[src/ssd_cfg.svh]
`ifndef SSD_CFG_SVH
`define SSD_CFG_SVH

// register offsets
`define SSD_OFS_SETTLE   8'h15
`define SSD_OFS_ANALOG   8'h17
`define SSD_OFS_SWING    8'h18
`define SSD_OFS_STATUS   8'h1c

// reset values
`define SSD_RST_SETTLE   8'h00
`define SSD_RST_ANALOG   8'h83
`define SSD_RST_SWING    8'hc1

// writable bit masks (reserved bits read zero)
`define SSD_MSK_ANALOG   8'h97
`define SSD_MSK_SWING    8'hc7

// settle config fields
`define SSD_SEL_MSB      7
`define SSD_SEL_LSB      4
`define SSD_WIN_BIT      3
`define SSD_MODE_BIT     2
`define SSD_ACC_MSB      1
`define SSD_ACC_LSB      0

// analog config fields
`define SSD_BAND_BIT     7
`define SSD_PDL_BIT      4
`define SSD_BOOST_BIT    2
`define SSD_DIVB_MSB     1
`define SSD_DIVB_LSB     0

// swing config fields
`define SSD_PSW_MSB      7
`define SSD_PSW_LSB      6
`define SSD_TSW_MSB      2
`define SSD_TSW_LSB      0

// status source codes
`define SSD_SRC_HIGH     4'h1
`define SSD_SRC_SUST     4'h2
`define SSD_SRC_INST     4'h3
`define SSD_SRC_CAL      4'h5
`define SSD_SRC_XOSC     4'h7
`define SSD_SRC_REF      4'h8
`define SSD_SRC_PRE      4'hb
`define SSD_SRC_DS       4'hc
`define SSD_SRC_MODEM    4'hd
`define SSD_SRC_OSCCMP   4'he
`define SSD_SRC_FCMP     4'hf

// detector timing: windows in prescaler clock cycles, thresholds in comparisons
`define SSD_WIN_NARROW   4'h2
`define SSD_WIN_WIDE     4'h4
`define SSD_THR_BASE     10'h07f
`define SSD_HYST         10'h010

`endif

[src/ssd_pkg.sv]
`default_nettype none
package ssd_pkg;

  typedef enum logic [1:0] {
    SSD_UNSETTLED = 2'b01,
    SSD_SETTLED   = 2'b10
  } ssd_state_t;

  typedef struct packed {
    logic [7:0] addr;
    logic [7:0] wdata;
    logic       wr;
    logic       rd;
  } ssd_bus_req_t;

  typedef struct packed {
    logic crystal_osc_clock;
    logic ref_clk;
    logic pre_clk;
    logic delta_sigma_clock_tap;
    logic modem_clk;
  } ssd_clk_taps_t;

  typedef struct packed {
    logic       band_choice;
    logic       phase_det_long_delay;
    logic       amp_bias_boost;
    logic [1:0] divider_buffer_bias;
    logic [1:0] prescaler_swing;
    logic [2:0] lo_buffer_swing;
  } ssd_analog_t;

endpackage
`default_nettype wire

[src/ssd_top.sv]
// Functional notes
// - select field is bits 7:4; codes 0,4,6,9,10 drive low, 1 drives high
// - code 2 gives sustained settle, code 3 instant settle, both active low
// - code 5 gives calibration done, active low
// - code 14 gives oscillator calibration comparator, code 15 frequency comparator
// - window bit 0 means 2 prescaler cycles wide, 1 means 4
// - counting bit 0 means restart mode, 1 means up/down counting
// - accuracy codes 0..3 declare at 127/255/511/1023, release at 111/239/495/1007
// - band bit 7: 0 lower band, 1 upper band; resets to 1
// - delay bit 0 short phase detector reset delay, 1 long
// - boost bit set raises amplifier bias current
// - divider bias codes 0..3 give 4/6, 4/5, nominal, 4/3; resets to 3
// - prescaler swing codes 0..3 give 2/3, 1/2, 4/3, nominal; resets to 3
// - buffer swing 0 smallest to 7 largest load resistance
//
// The strobed register port was chosen for this implementation.
`include "ssd_cfg.svh"
`default_nettype none

module ssd_top #(
  parameter int CNT_W = 10,
  parameter int ERR_W = 4
) (
  input  wire logic                  clk_sys_in,       // system clock
  input  wire logic                  srst_in,          // sync reset, high
  input  wire logic [7:0]            reg_addr_in,      // register address
  input  wire logic [7:0]            reg_wdata_in,     // write data
  input  wire logic                  reg_wr_in,        // write strobe
  input  wire logic                  reg_rd_in,        // read strobe
  output logic      [7:0]            reg_rdata_out,    // read data, cycle after read
  input  wire ssd_pkg::ssd_clk_taps_t clk_taps_in,     // internal clock levels
  input  wire logic                  cmp_strobe_in,    // one comparison done
  input  wire logic [ERR_W-1:0]      phase_err_in,     // error in prescaler cycles
  input  wire logic                  cal_done_in,      // calibration completed
  input  wire logic                  osc_calibration_comparator_in, // osc cal compare
  input  wire logic                  freq_comp_in,     // frequency comparator
  output logic                       status_pin_out,   // selected status level
  output logic                       settle_sustained_ind_out, // settled, high
  output ssd_pkg::ssd_analog_t       analog_out        // analog settings
);

  // elaboration checks: the counter must reach the top threshold, the error the wide window
  if (CNT_W < 10) begin : g_chk_cnt_w
    $error("CNT_W must hold 1023");
  end
  if (ERR_W < 3) begin : g_chk_err_w
    $error("ERR_W must hold 4");
  end

  localparam logic [CNT_W-1:0] CNT_MAX = {CNT_W{1'b1}};

  ssd_pkg::ssd_bus_req_t bus;
  assign bus = '{addr: reg_addr_in, wdata: reg_wdata_in,
                 wr: reg_wr_in, rd: reg_rd_in};

  logic [7:0]          settle_cfg_r;
  logic [7:0]          analog_cfg_r;
  logic [7:0]          swing_cfg_r;
  logic [CNT_W-1:0]    cnt_r;
  logic [CNT_W-1:0]    cnt_nxt;
  logic                instant_r;
  logic                pin_nxt;
  logic                in_win;
  logic [CNT_W-1:0]    thr_set;
  logic [CNT_W-1:0]    thr_rel;
  logic [3:0]          sel;
  ssd_pkg::ssd_state_t state_r;
  ssd_pkg::ssd_state_t state_nxt;

  // declare threshold: base value with one extra low one per accuracy step
  function automatic logic [CNT_W-1:0] thr_declare(input logic [1:0] acc);
    logic [CNT_W-1:0] d;
    d = CNT_W'(`SSD_THR_BASE);
    for (int i = 0; i < 3; i++) begin
      if (2'(i) < acc) d = {d[CNT_W-2:0], 1'b1};
    end
    return d;
  endfunction

  assign sel     = settle_cfg_r[`SSD_SEL_MSB:`SSD_SEL_LSB];
  assign thr_set = thr_declare(settle_cfg_r[`SSD_ACC_MSB:`SSD_ACC_LSB]);
  assign thr_rel = thr_set - CNT_W'(`SSD_HYST);

  // register writes; reserved bits are held at zero
  always_ff @(posedge clk_sys_in) begin
    if (srst_in) begin
      settle_cfg_r <= `SSD_RST_SETTLE;
      analog_cfg_r <= `SSD_RST_ANALOG;
      swing_cfg_r  <= `SSD_RST_SWING;
    end else if (bus.wr) begin
      case (bus.addr)
        `SSD_OFS_SETTLE: settle_cfg_r <= bus.wdata;
        `SSD_OFS_ANALOG: analog_cfg_r <= bus.wdata & `SSD_MSK_ANALOG;
        `SSD_OFS_SWING:  swing_cfg_r  <= bus.wdata & `SSD_MSK_SWING;
        default: ;
      endcase
    end
  end

  // register reads; data valid only in the cycle after the strobe
  always_ff @(posedge clk_sys_in) begin
    if (srst_in) begin
      reg_rdata_out <= 8'h00;
    end else if (bus.rd) begin
      case (bus.addr)
        `SSD_OFS_SETTLE: reg_rdata_out <= settle_cfg_r;
        `SSD_OFS_ANALOG: reg_rdata_out <= analog_cfg_r;
        `SSD_OFS_SWING:  reg_rdata_out <= swing_cfg_r;
        `SSD_OFS_STATUS: reg_rdata_out <= {5'h00, cal_done_in, instant_r,
                                           state_r == ssd_pkg::SSD_SETTLED};
        default:         reg_rdata_out <= 8'h00;
      endcase
    end else begin
      reg_rdata_out <= 8'h00;
    end
  end

  // analog settings come straight from the config flops
  assign analog_out.band_choice          = analog_cfg_r[`SSD_BAND_BIT];
  assign analog_out.phase_det_long_delay = analog_cfg_r[`SSD_PDL_BIT];
  assign analog_out.amp_bias_boost       = analog_cfg_r[`SSD_BOOST_BIT];
  assign analog_out.divider_buffer_bias  =
    analog_cfg_r[`SSD_DIVB_MSB:`SSD_DIVB_LSB];
  assign analog_out.prescaler_swing      =
    swing_cfg_r[`SSD_PSW_MSB:`SSD_PSW_LSB];
  assign analog_out.lo_buffer_swing      =
    swing_cfg_r[`SSD_TSW_MSB:`SSD_TSW_LSB];

  // comparison window test
  always_comb begin
    if (settle_cfg_r[`SSD_WIN_BIT]) begin
      in_win = phase_err_in < ERR_W'(`SSD_WIN_WIDE);
    end else begin
      in_win = phase_err_in < ERR_W'(`SSD_WIN_NARROW);
    end
  end

  // settle counter
  always_comb begin
    cnt_nxt = cnt_r;
    if (cmp_strobe_in) begin
      if (in_win) begin
        if (cnt_r != CNT_MAX) cnt_nxt = cnt_r + 1'b1;
      end else if (settle_cfg_r[`SSD_MODE_BIT]) begin
        if (cnt_r != '0) cnt_nxt = cnt_r - 1'b1;
      end else begin
        cnt_nxt = '0;
      end
    end
  end

  always_ff @(posedge clk_sys_in) begin
    if (srst_in) begin
      cnt_r <= '0;
    end else begin
      cnt_r <= cnt_nxt;
    end
  end

  // sustained indication with hysteresis
  always_comb begin
    case (state_r)
      ssd_pkg::SSD_UNSETTLED: begin
        if (cnt_nxt >= thr_set) state_nxt = ssd_pkg::SSD_SETTLED;
        else state_nxt = ssd_pkg::SSD_UNSETTLED;
      end
      ssd_pkg::SSD_SETTLED: begin
        if (cnt_nxt <= thr_rel) state_nxt = ssd_pkg::SSD_UNSETTLED;
        else state_nxt = ssd_pkg::SSD_SETTLED;
      end
      default: state_nxt = ssd_pkg::SSD_UNSETTLED;
    endcase
  end

  always_ff @(posedge clk_sys_in) begin
    if (srst_in) begin
      state_r                  <= ssd_pkg::SSD_UNSETTLED;
      settle_sustained_ind_out <= 1'b0;
    end else begin
      state_r                  <= state_nxt;
      settle_sustained_ind_out <= state_nxt == ssd_pkg::SSD_SETTLED;
    end
  end

  // instant indication: count at or above declare, no hysteresis
  always_ff @(posedge clk_sys_in) begin
    if (srst_in) begin
      instant_r <= 1'b0;
    end else begin
      instant_r <= cnt_nxt >= thr_set;
    end
  end

  // status pin source select
  always_comb begin
    case (sel)
      `SSD_SRC_HIGH:   pin_nxt = 1'b1;
      `SSD_SRC_SUST:   pin_nxt = state_r != ssd_pkg::SSD_SETTLED;
      `SSD_SRC_INST:   pin_nxt = !instant_r;
      `SSD_SRC_CAL:    pin_nxt = !cal_done_in;
      `SSD_SRC_XOSC:   pin_nxt = clk_taps_in.crystal_osc_clock;
      `SSD_SRC_REF:    pin_nxt = clk_taps_in.ref_clk;
      `SSD_SRC_PRE:    pin_nxt = clk_taps_in.pre_clk;
      `SSD_SRC_DS:     pin_nxt = clk_taps_in.delta_sigma_clock_tap;
      `SSD_SRC_MODEM:  pin_nxt = clk_taps_in.modem_clk;
      `SSD_SRC_OSCCMP: pin_nxt = osc_calibration_comparator_in;
      `SSD_SRC_FCMP:   pin_nxt = freq_comp_in;
      default:         pin_nxt = 1'b0;
    endcase
  end

  always_ff @(posedge clk_sys_in) begin
    if (srst_in) begin
      status_pin_out <= 1'b0;
    end else begin
      status_pin_out <= pin_nxt;
    end
  end

  // checks
  property p_src_low;
    @(posedge clk_sys_in) disable iff (srst_in)
    (sel == 4'h0 || sel == 4'h4 || sel == 4'h6 || sel == 4'h9 || sel == 4'ha)
      |=> !status_pin_out;
  endproperty
  a_src_low: assert property (p_src_low) else $error("low source not low");

  property p_src_high;
    @(posedge clk_sys_in) disable iff (srst_in)
    (sel == 4'h1) |=> status_pin_out;
  endproperty
  a_src_high: assert property (p_src_high) else $error("high source not high");

  property p_src_sust;
    @(posedge clk_sys_in) disable iff (srst_in)
    (sel == 4'h2) |=> status_pin_out == !$past(settle_sustained_ind_out);
  endproperty
  a_src_sust: assert property (p_src_sust) else $error("sustained pin wrong");

  property p_src_cal;
    @(posedge clk_sys_in) disable iff (srst_in)
    (sel == 4'h5) |=> status_pin_out == !$past(cal_done_in);
  endproperty
  a_src_cal: assert property (p_src_cal) else $error("cal done pin wrong");

  property p_src_ref;
    @(posedge clk_sys_in) disable iff (srst_in)
    (sel == 4'h8) |=> status_pin_out == $past(clk_taps_in.ref_clk);
  endproperty
  a_src_ref: assert property (p_src_ref) else $error("ref clock pin wrong");

  property p_src_fcmp;
    @(posedge clk_sys_in) disable iff (srst_in)
    (sel == 4'hf) |=> status_pin_out == $past(freq_comp_in);
  endproperty
  a_src_fcmp: assert property (p_src_fcmp) else $error("freq comp pin wrong");

  property p_win_edge;
    @(posedge clk_sys_in) disable iff (srst_in)
    (cmp_strobe_in && phase_err_in == ERR_W'(2) && !settle_cfg_r[3] && !settle_cfg_r[2])
      |=> cnt_r == '0;
  endproperty
  a_win_edge: assert property (p_win_edge) else $error("narrow window too wide");

  property p_down;
    @(posedge clk_sys_in) disable iff (srst_in)
    (cmp_strobe_in && !in_win && settle_cfg_r[2] && cnt_r != '0)
      |=> cnt_r == $past(cnt_r) - 1'b1;
  endproperty
  a_down: assert property (p_down) else $error("up/down did not decrement");

  property p_up;
    @(posedge clk_sys_in) disable iff (srst_in)
    (cmp_strobe_in && in_win && cnt_r != CNT_MAX) |=> cnt_r == $past(cnt_r) + 1'b1;
  endproperty
  a_up: assert property (p_up) else $error("counter did not increment");

  property p_declare;
    @(posedge clk_sys_in) disable iff (srst_in)
    (settle_cfg_r[1:0] == 2'h0 && cnt_r == CNT_W'(126) && cmp_strobe_in && in_win)
      |=> settle_sustained_ind_out;
  endproperty
  a_declare: assert property (p_declare) else $error("no declare at 127");

  property p_hold;
    @(posedge clk_sys_in) disable iff (srst_in)
    // a restart-mode clear may legally drop the count below release in one step
    (settle_sustained_ind_out && cnt_r > thr_rel + 1'b1 && (settle_cfg_r[2] || !cmp_strobe_in || in_win))
      |=> settle_sustained_ind_out;
  endproperty
  a_hold: assert property (p_hold) else $error("released above release count");

  property p_band_rst;
    @(posedge clk_sys_in)
    srst_in |=> analog_out.band_choice && analog_out.divider_buffer_bias == 2'h3;
  endproperty
  a_band_rst: assert property (p_band_rst) else $error("analog reset value wrong");

  property p_src_inst;
    @(posedge clk_sys_in) disable iff (srst_in)
    (sel == 4'h3) |=> status_pin_out == !$past(instant_r);
  endproperty
  a_src_inst: assert property (p_src_inst) else $error("instant pin wrong");

  property p_src_xosc;
    @(posedge clk_sys_in) disable iff (srst_in)
    (sel == 4'h7) |=> status_pin_out == $past(clk_taps_in.crystal_osc_clock);
  endproperty
  a_src_xosc: assert property (p_src_xosc) else $error("crystal clock pin wrong");

  property p_src_pre;
    @(posedge clk_sys_in) disable iff (srst_in)
    (sel == 4'hb) |=> status_pin_out == $past(clk_taps_in.pre_clk);
  endproperty
  a_src_pre: assert property (p_src_pre) else $error("prescaler clock pin wrong");

  property p_src_osccmp;
    @(posedge clk_sys_in) disable iff (srst_in)
    (sel == 4'he) |=> status_pin_out == $past(osc_calibration_comparator_in);
  endproperty
  a_src_osccmp: assert property (p_src_osccmp) else $error("osc comparator pin wrong");

  property p_win_wide;
    @(posedge clk_sys_in) disable iff (srst_in)
    (cmp_strobe_in && phase_err_in == ERR_W'(3) && settle_cfg_r[3] && cnt_r != CNT_MAX)
      |=> cnt_r == $past(cnt_r) + 1'b1;
  endproperty
  a_win_wide: assert property (p_win_wide) else $error("wide window too narrow");

  property p_win_wide_out;
    @(posedge clk_sys_in) disable iff (srst_in)
    (cmp_strobe_in && phase_err_in == ERR_W'(4) && settle_cfg_r[3] && !settle_cfg_r[2])
      |=> cnt_r == '0;
  endproperty
  a_win_wide_out: assert property (p_win_wide_out) else $error("wide window too wide");

  property p_restart_clr;
    @(posedge clk_sys_in) disable iff (srst_in)
    (cmp_strobe_in && !in_win && !settle_cfg_r[2]) |=> cnt_r == '0;
  endproperty
  a_restart_clr: assert property (p_restart_clr) else $error("restart mode did not clear");

  property p_declare_max;
    @(posedge clk_sys_in) disable iff (srst_in)
    (settle_cfg_r[1:0] == 2'h3 && cnt_r == CNT_W'(1022) && cmp_strobe_in && in_win)
      |=> settle_sustained_ind_out;
  endproperty
  a_declare_max: assert property (p_declare_max) else $error("no declare at 1023");

  property p_release;
    @(posedge clk_sys_in) disable iff (srst_in)
    (settle_sustained_ind_out && cmp_strobe_in && !in_win && settle_cfg_r[2] && cnt_r == thr_rel + 1'b1)
      |=> !settle_sustained_ind_out;
  endproperty
  a_release: assert property (p_release) else $error("no release at release count");

endmodule
`default_nettype wire

[config.mk]
export PLATFORM = sky130hd
export DESIGN_NAME = ssd_top
export DESIGN_NICKNAME = d
export VERILOG_FILES = /design/src/ssd_pkg.sv /design/src/ssd_top.sv
export VERILOG_INCLUDE_DIRS = /design/src /design/src/src
export SDC_FILE = /design/constraint.sdc
export NUM_CORES = 1
export LEC_CHECK = 0
export BUFFER_PORTS_ARGS = -buffer_cell sky130_fd_sc_hd__buf_4
export CAP_MARGIN = 20
export CORE_MARGIN = 2
export CORE_UTILIZATION = 49
export DETAILED_ROUTE_END_ITERATION = 6
export PLACE_DENSITY = 0.76
export SYNTH_ARGS = -nofsm -noshare
export SYNTH_HDL_FRONTEND = slang
export SYNTH_SLANG_ARGS = --single-unit
[constraint.sdc]
create_clock -name clk_sys_in -period 2.7 [get_ports clk_sys_in]
set_clock_uncertainty 0.1 [all_clocks]
set_input_delay 0.135 -clock clk_sys_in [delete_from_list [all_inputs] [get_ports clk_sys_in]]
set_output_delay 0.135 -clock clk_sys_in [all_outputs]
set_load 0.02 [all_outputs]
* Yosys cells after proc, flatten, opt, wreduce, memory -nomap -nowiden *
Index checks and enable logic that the tools add are counted.

storage, ports and cells
  input port bits = 33
  register bits after elaboration = 41
  output and inout bits = 20
  word-level logic and storage cells = 61

cells by class
  $add $sub $neg = 3
  muxes and demuxes = 14
  bitwise operators = 1
  equal/unequal tests = 20
  reductions and logical operators = 7
  $lt $le $gt $ge = 7

operator list
  cell                     number
  $mux W10                 6
  $eq A8 B5 Y1 const B     4
  $pmux W8 S4              1
  $eq A4 B4 Y1 const B     6
  $pmux W1 S11             1
  $add A10 B1 Y10 const B  1
  $ge A10 B10 Y1           1
  $le A10 B10 Y1           1
  $ne A10 B10 Y1 const B   1
  $reduce_bool A10 Y1      1
  $sub A10 B1 Y10 const B  1
  $sub A10 B5 Y10 const B  1
  $mux W9                  1
  $eq A4 B2 Y1 const B     2
  $eq A4 B3 Y1 const B     2
  $mux W8                  1
  $reduce_and A2 Y1        3
  $eq A2 B2 Y1 const B     2
  $eq A4 B1 Y1 const B     1
  $lt A1 B2 Y1 const A     2
  $lt A4 B2 Y1 const B     1
  $lt A4 B3 Y1 const B     1
  $mux W2                  2
  $pmux W2 S2              1
  other kinds (7)          8

* Depth between registers and ports, before layout *
  depth in word-level cells = 9
  mapped depth = 14
  mapped depth without buffers = 13

* Worst setup path before layout *
OpenSTA, ideal clock, no wires.

  path type = register to register
  start = register cnt_r[0]
  end = register state_r[0]
  setup time = 0.122 ns
  data required time = 2.478 ns
  setup slack = -0.306 ns
  period minus slack after synthesis = 3.006 ns
  cell stages (with the launch flop) = 12
  path buffers = 2
  data arrival time = 2.784 ns
  cell sequence = dfxtp_1 -> inv_1 -> ha_1 -> or3b_1 -> clkbuf_1 -> nor3_4 -> a221o_2 -> a221oi_1 -> or4_1 -> buf_2 -> a211o_1 -> a311o_1

between the ends
  longest elaborated chain between the ends = 8
  elaborated cells between the ends (all ways) = 14
  classes of those cells = 2 x add/sub; 2 x order compare; 1 x eq/ne; 8 x mux; 1 x reduce/logical

ends and longest elaborated chain
  element                                                        line                            text
  start, declared                                                ssd_top.sv:59                   logic [CNT_W-1:0] cnt_r;
  start signal, assigned                                         ssd_top.sv:156                  cnt_r <= cnt_nxt;
  $sub A10 B1 Y10 / $reduce_bool A10 Y1 (equally long branches)  ssd_top.sv:145                  if (cnt_r != '0) cnt_nxt = cnt_r - 1'b1;
  $mux W10                                                       ssd_top.sv:145
  $mux W10                                                       ssd_top.sv:144                  end else if (settle_cfg_r[`SSD_MODE_BIT]) begin
  $mux W10                                                       ssd_top.sv:142                  if (in_win) begin
  $mux W10 (*)                                                   ssd_top.sv:141                  if (cmp_strobe_in) begin
  $le A10 B10 Y1 / $ge A10 B10 Y1 (equally long branches)        ssd_top.sv:168, ssd_top.sv:164
  $mux W2 (on tied branches)                                     ssd_top.sv:168, ssd_top.sv:164
  $pmux W2 S2 (*)                                                ssd_top.sv:162                  case (state_r)
  end signal, assigned                                           ssd_top.sv:177                  state_r <= ssd_pkg::SSD_UNSETTLED;
  end signal, assigned                                           ssd_top.sv:180                  state_r <= state_nxt;
  end, declared                                                  ssd_top.sv:67                   ssd_pkg::ssd_state_t state_r;

Mark *: on every way between the ends. The rest lies on a longest branch, timed or not.
A chain may end at the register's enable or synchronous reset.

* Worst setup path after layout *
  start = register cnt_r[1]
  end = register state_r[0]

between the ends
  longest elaborated chain between the ends = 8
  elaborated cells between the ends (all ways) = 14
  classes of those cells = 2 x add/sub; 2 x order compare; 1 x eq/ne; 8 x mux; 1 x reduce/logical

ends and longest elaborated chain
  element                                                        line                            text
  $sub A10 B1 Y10 / $reduce_bool A10 Y1 (equally long branches)  ssd_top.sv:145
  $mux W10                                                       ssd_top.sv:145
  $mux W10                                                       ssd_top.sv:144
  $mux W10 (*)                                                   ssd_top.sv:142
  $mux W10 (*)                                                   ssd_top.sv:141
  via cnt_nxt[7]                                                 ssd_top.sv:60                   logic [CNT_W-1:0] cnt_nxt;
  $le A10 B10 Y1 / $ge A10 B10 Y1 (equally long branches)        ssd_top.sv:168, ssd_top.sv:164
  $mux W2 (on tied branches)                                     ssd_top.sv:168, ssd_top.sv:164
  $pmux W2 S2 (*)                                                ssd_top.sv:162

Mark *: on every way through the listed nets, which the timed path passes. The rest lies on a longest branch.

==> results by group <==
Clock network
  – Clock latency at the later pin of the worst-skew pair: 0.30 ns
  – Worst-path clk slew: 0.09 ns
  – CTS H-tree depth: 2
  – Clock buffer depth: 2
  – CTS buffer count: 5
  – TritonCTS clock tree: yes
  – Total number of clock tree sinks: slightly above 40
  – Clock root buffer: clkbuf_8

Yosys
  – Library cell occupying the most area in the post-synthesis netlist: dfxtp_1
  – Fraction of post-synthesis cell area in the top cell type by area: about 34%
  – Cell count after synthesis: 300
  – Combinational family with the most area after synthesis: simple AND/OR/NAND/NOR gates
  – Adder-Cell Fraction of Synth Area: ~3.6%
  – EDFF count, synth: 0
  – Library cell with the highest instance count after synthesis: dfxtp_1
  – Simple-gate area share of the yosys netlist: 27.6%
  – Primary flip-flop cell chosen by synthesis mapping: dfxtp_1
  – Post-synthesis register bit count: a little over 40
  – Synthesis Warnings: 0
  – Share of synthesized area occupied by flip-flops and latches: 33.8%
  – Synth area leaders: dfxtp_1 (34%), a21oi_1 (4.7%), mux2i_1 (4.1%)
  – Post-synth cell types: 51
  – Synthesized-area fraction occupied by ao, oa, aoi and oai cells: 23.2%
  – Multiplexer share of the synthesized area: 6.45%
  – Cell types with the highest counts after synthesis: dfxtp_1 (41), nor2_1 (25), a21oi_1 (23), nand2_1 (23)
  – Synthesized area: around 2400 µm²
  – Fraction of synthesized cell area in xor and xnor cells: 0%
  – Per-instance average area after synthesis: 8.08 µm²
  – Synthesized Nets: between 300 and 400
  – Fraction of synthesis flops using an asynchronous set or reset pin: 0%

Timing
  – Setup WS post-layout: -0.126 ns
  – Final worst path period share: 105%
  – Achievable clock frequency: 354 MHz
  – Unrepaired setup endpoints after global routing: true
  – # setup viols final: 3
  – Max-slew headroom: between 50% and 60%
  – Final Slew Violations: 0
  – Time the worst path needs with I/O delays and setup: 2.83 ns
  – Worst Max-Slew Pin Slew: 0.703 ns
  – Final Hold Viols: 0

Global routing
  – Number of global-route vias before repair: 2,618
  – Overall routing resource usage: 28.0%
  – Number of antenna violations at the first check in global routing: 0
  – Maximum number of pins on one net before global-route repair: 34
  – Sum of overflow across all layers after global routing: 0
  – Global-route wire length before repair: roughly 12 mm

Floorplanning
  – Die Outline Area: around 5500 µm²
  – Number of rows in the core area: 25
  – Boundary pin count: 53
  – Die X: 74.3 µm
  – Floorplan die height: 74.3 µm
  – Core box area: 4750 µm²
  – Initial Util: 51.0%

Power and ir drop
  – Leakage power figure: 1.38 nW
  – Combinational Power Share: between 10% and 20%
  – Clock network power share: 38.8%
  – Pwr dens: 379 nW/µm²
  – Net switching share of the total power: between 20% and 30%
  – Flop pwr share: 47.0%
  – Pint: 0.979 mW
  – Switching power of the nets: 0.323 mW
  – Peak ir drop on the vdd network: between 300 and 400 µV
  – Final Power: 1.30 mW

Critical path
  – Worst Reg2Reg Path Length in Cells: 12
  – Worst path cell trace: inv_4 > ha_4 > or3b_4 > o211ai_1 > o22ai_1 > a21oi_1 > a31oi_1 > ha_1 > and3_4 > nand3_4 > a211o_1 > a311o_1
  – Type of element launching the critical path: flop
  – Crit path max fanout: 7
  – Last element of the critical path: state_r[0]$_SDFF_PP1_
  – Category of the critical setup timing path: reg -> reg
  – Minimum setup slack among reg-to-reg paths: -0.13 ns
  – Data arrival, critical path: 2.91 ns
  – Required @ worst endpoint: between 2 and 3 ns
  – Delay contributed by the slowest stage of the critical path: about 0.43 ns
  – Worst setup path startpoint: cnt_r[1]$_SDFF_PP0_
  – Cell with the largest stage delay on the worst path: or3b_4
  – Reg-to-reg critical path startpoint: cnt_r[1]$_SDFF_PP0_
  – Endpoint of the most critical register-to-register path: state_r[0]$_SDFF_PP1_
  – Critical path capture point type: flop

Routing
  – Via Count: 2,750
  – WL met2: 3.78 mm
  – DRC violation count after routing: 0
  – Uppermost layer routed: met4
  – Routed length on met3: 615 µm
  – Total iterations of the first detailed-routing run: 5
  – Iter 0 DRT Violations: roughly 410
  – Post-DRT Antenna Nets: 0
  – Wirelength, routed: 7.56 mm
  – Post-route met1 wirelength: 3.07 mm
  – Mean number of vias per cell: 6.07
  – Detail-routed net length per standard cell: 16.7 µm

Min path
  – Hold wc startpoint: reg_wdata_in[2]
  – Class of the tightest hold or removal check: in -> reg

Placement
  – Input/output buffers: 51
  – Number of placed cells counting well taps: 438
  – Final weighted congestion in routability-driven placement: 1.04
  – Hpwl dp: 5.55 mm

Run
  – MaxCap Viol Count: 0

Cells and area
  – Final antenna diode count: 0
  – Fraction of final layout cells with drive strength greater than 1: 35.5%
  – Post-layout instance count excluding filler cells: ~450
  – Layout area overhead: 41.6%
  – Number of nets in the final layout: between 400 and 500

Outcome
  – Outcome: finished, violations left
  – Violated checks: setup timing
## worst max-delay path, delay by kind of cell, from the launching register on
kind,cells,cell delay (ns)
AO/OA/AOI/OAI,6,1.09
flip-flops,1,0.38
AND/OR/NAND/NOR,3,0.69
buffers and inverters,1,0.06
adder cells (fa/ha/maj),2,0.41
## state kept, by name, summed over array words and instances (netlist names)
signal / flops
cnt_r: 10
reg_rdata_out: 8
status_pin_out: 1
settle_sustained_ind_out: 1
settle_cfg_r: 8
analog_cfg_r: 5
instant_r: 1
swing_cfg_r: 5
state_r: 2
## per-stage QoR
step	hold slack [ns]	utilization [%]	setup WS [ns]	TNS, ns	area, µm²
global placement	0.269	65.8	-0.163	-0.518	3130
finish	0.00285	72.2	-0.126	-0.217	3430
floorplan	0.146	-	-0.125	-0.204	2460
CTS	0.000972	70.6	-0.134	-0.205	3360
detailed placement	0.288	65.8	-0.239	-0.793	3130
global route	0.00482	72.2	-0.239	-0.680	3430
## per-layer routing
metal	vias up	track usage (%)
li1	1278	-
met1	1311	35.3
met2	148	47.5
met3	13	7.05
met4	0	8.53
met5	-	0
## area by class of cell
type                    count  area (µm²)
repair buffers             98         748
clock buffers               5        68.8
flip-flops and latches     41         833
multi-input cells         228        1610
inverters                  11        46.3
fillers                   380        1320
well taps                  67        83.8
clock inverters             3        43.8
## power by group through the flow
stage	Combinational (mW)	Clock [mW]	Sequential [mW]
2_1_floorplan	0.0855	0	0.627
3_3_place_gp	0.158	0	0.628
3_5_place_dp	0.160	0	0.628
4_1_cts	0.174	0.511	0.614
5_1_grt	0.198	0.533	0.614
6_report	0.184	0.506	0.612
## cells by family (layout without fill, tap and decap cells)
group	count (synthesis)	count (layout)
simple gates	124	124
flops	41	41
compound gates	83	83
buf+inv	31	117
fa+ha+maj	7	7
mux	14	14
## worst min-delay path by stage
stage / cells past startpoint / slack (ns) / end
3_3_place_gp: 3 / 0.27 / settle_cfg_r[5]$_SDFFE_PP0P_
6_report: 3 / 0.003 / settle_cfg_r[2]$_SDFFE_PP0P_
4_1_cts: 3 / 0.001 / settle_cfg_r[2]$_SDFFE_PP0P_
3_5_place_dp: 3 / 0.29 / settle_cfg_r[3]$_SDFFE_PP0P_
2_1_floorplan: 1 / 0.15 / state_r[0]$_SDFF_PP1_
5_1_grt: 3 / 0.005 / settle_cfg_r[2]$_SDFFE_PP0P_
## layout by cell type (no fill, tap or decap), types with 3 or more instances in the layout
master	instances
mux2_2	3
a211oi_1	3
o21ai_0	10
ha_1	4
nand3_1	9
a22oi_1	9
nand4_1	5
mux2i_1	10
dlygate4sd3_1	5
dfxtp_4	3
a21oi_1	23
and2_1	4
nand2_1	23
inv_1	9
o211ai_1	5
buf_4	93
or3_4	3
ha_4	3
nor3_1	10
a211o_1	8
dfxtp_1	37
nor2_1	24
a31oi_1	4
and3_1	12
nor2b_1	8
clkbuf_8	5
## timing repair
item / in CTS / in global routing
endpoints found under the setup margin: 4 / 4
buffers inserted: 1 / 1
gates cloned: 0 / 0
hold endpoints to repair: 5 / 0
pin swaps: 6 / 6
hold buffers: 5 / 0
gates resized for setup: 15 / 14
Note: power is estimated with default switching activity, not from simulation.
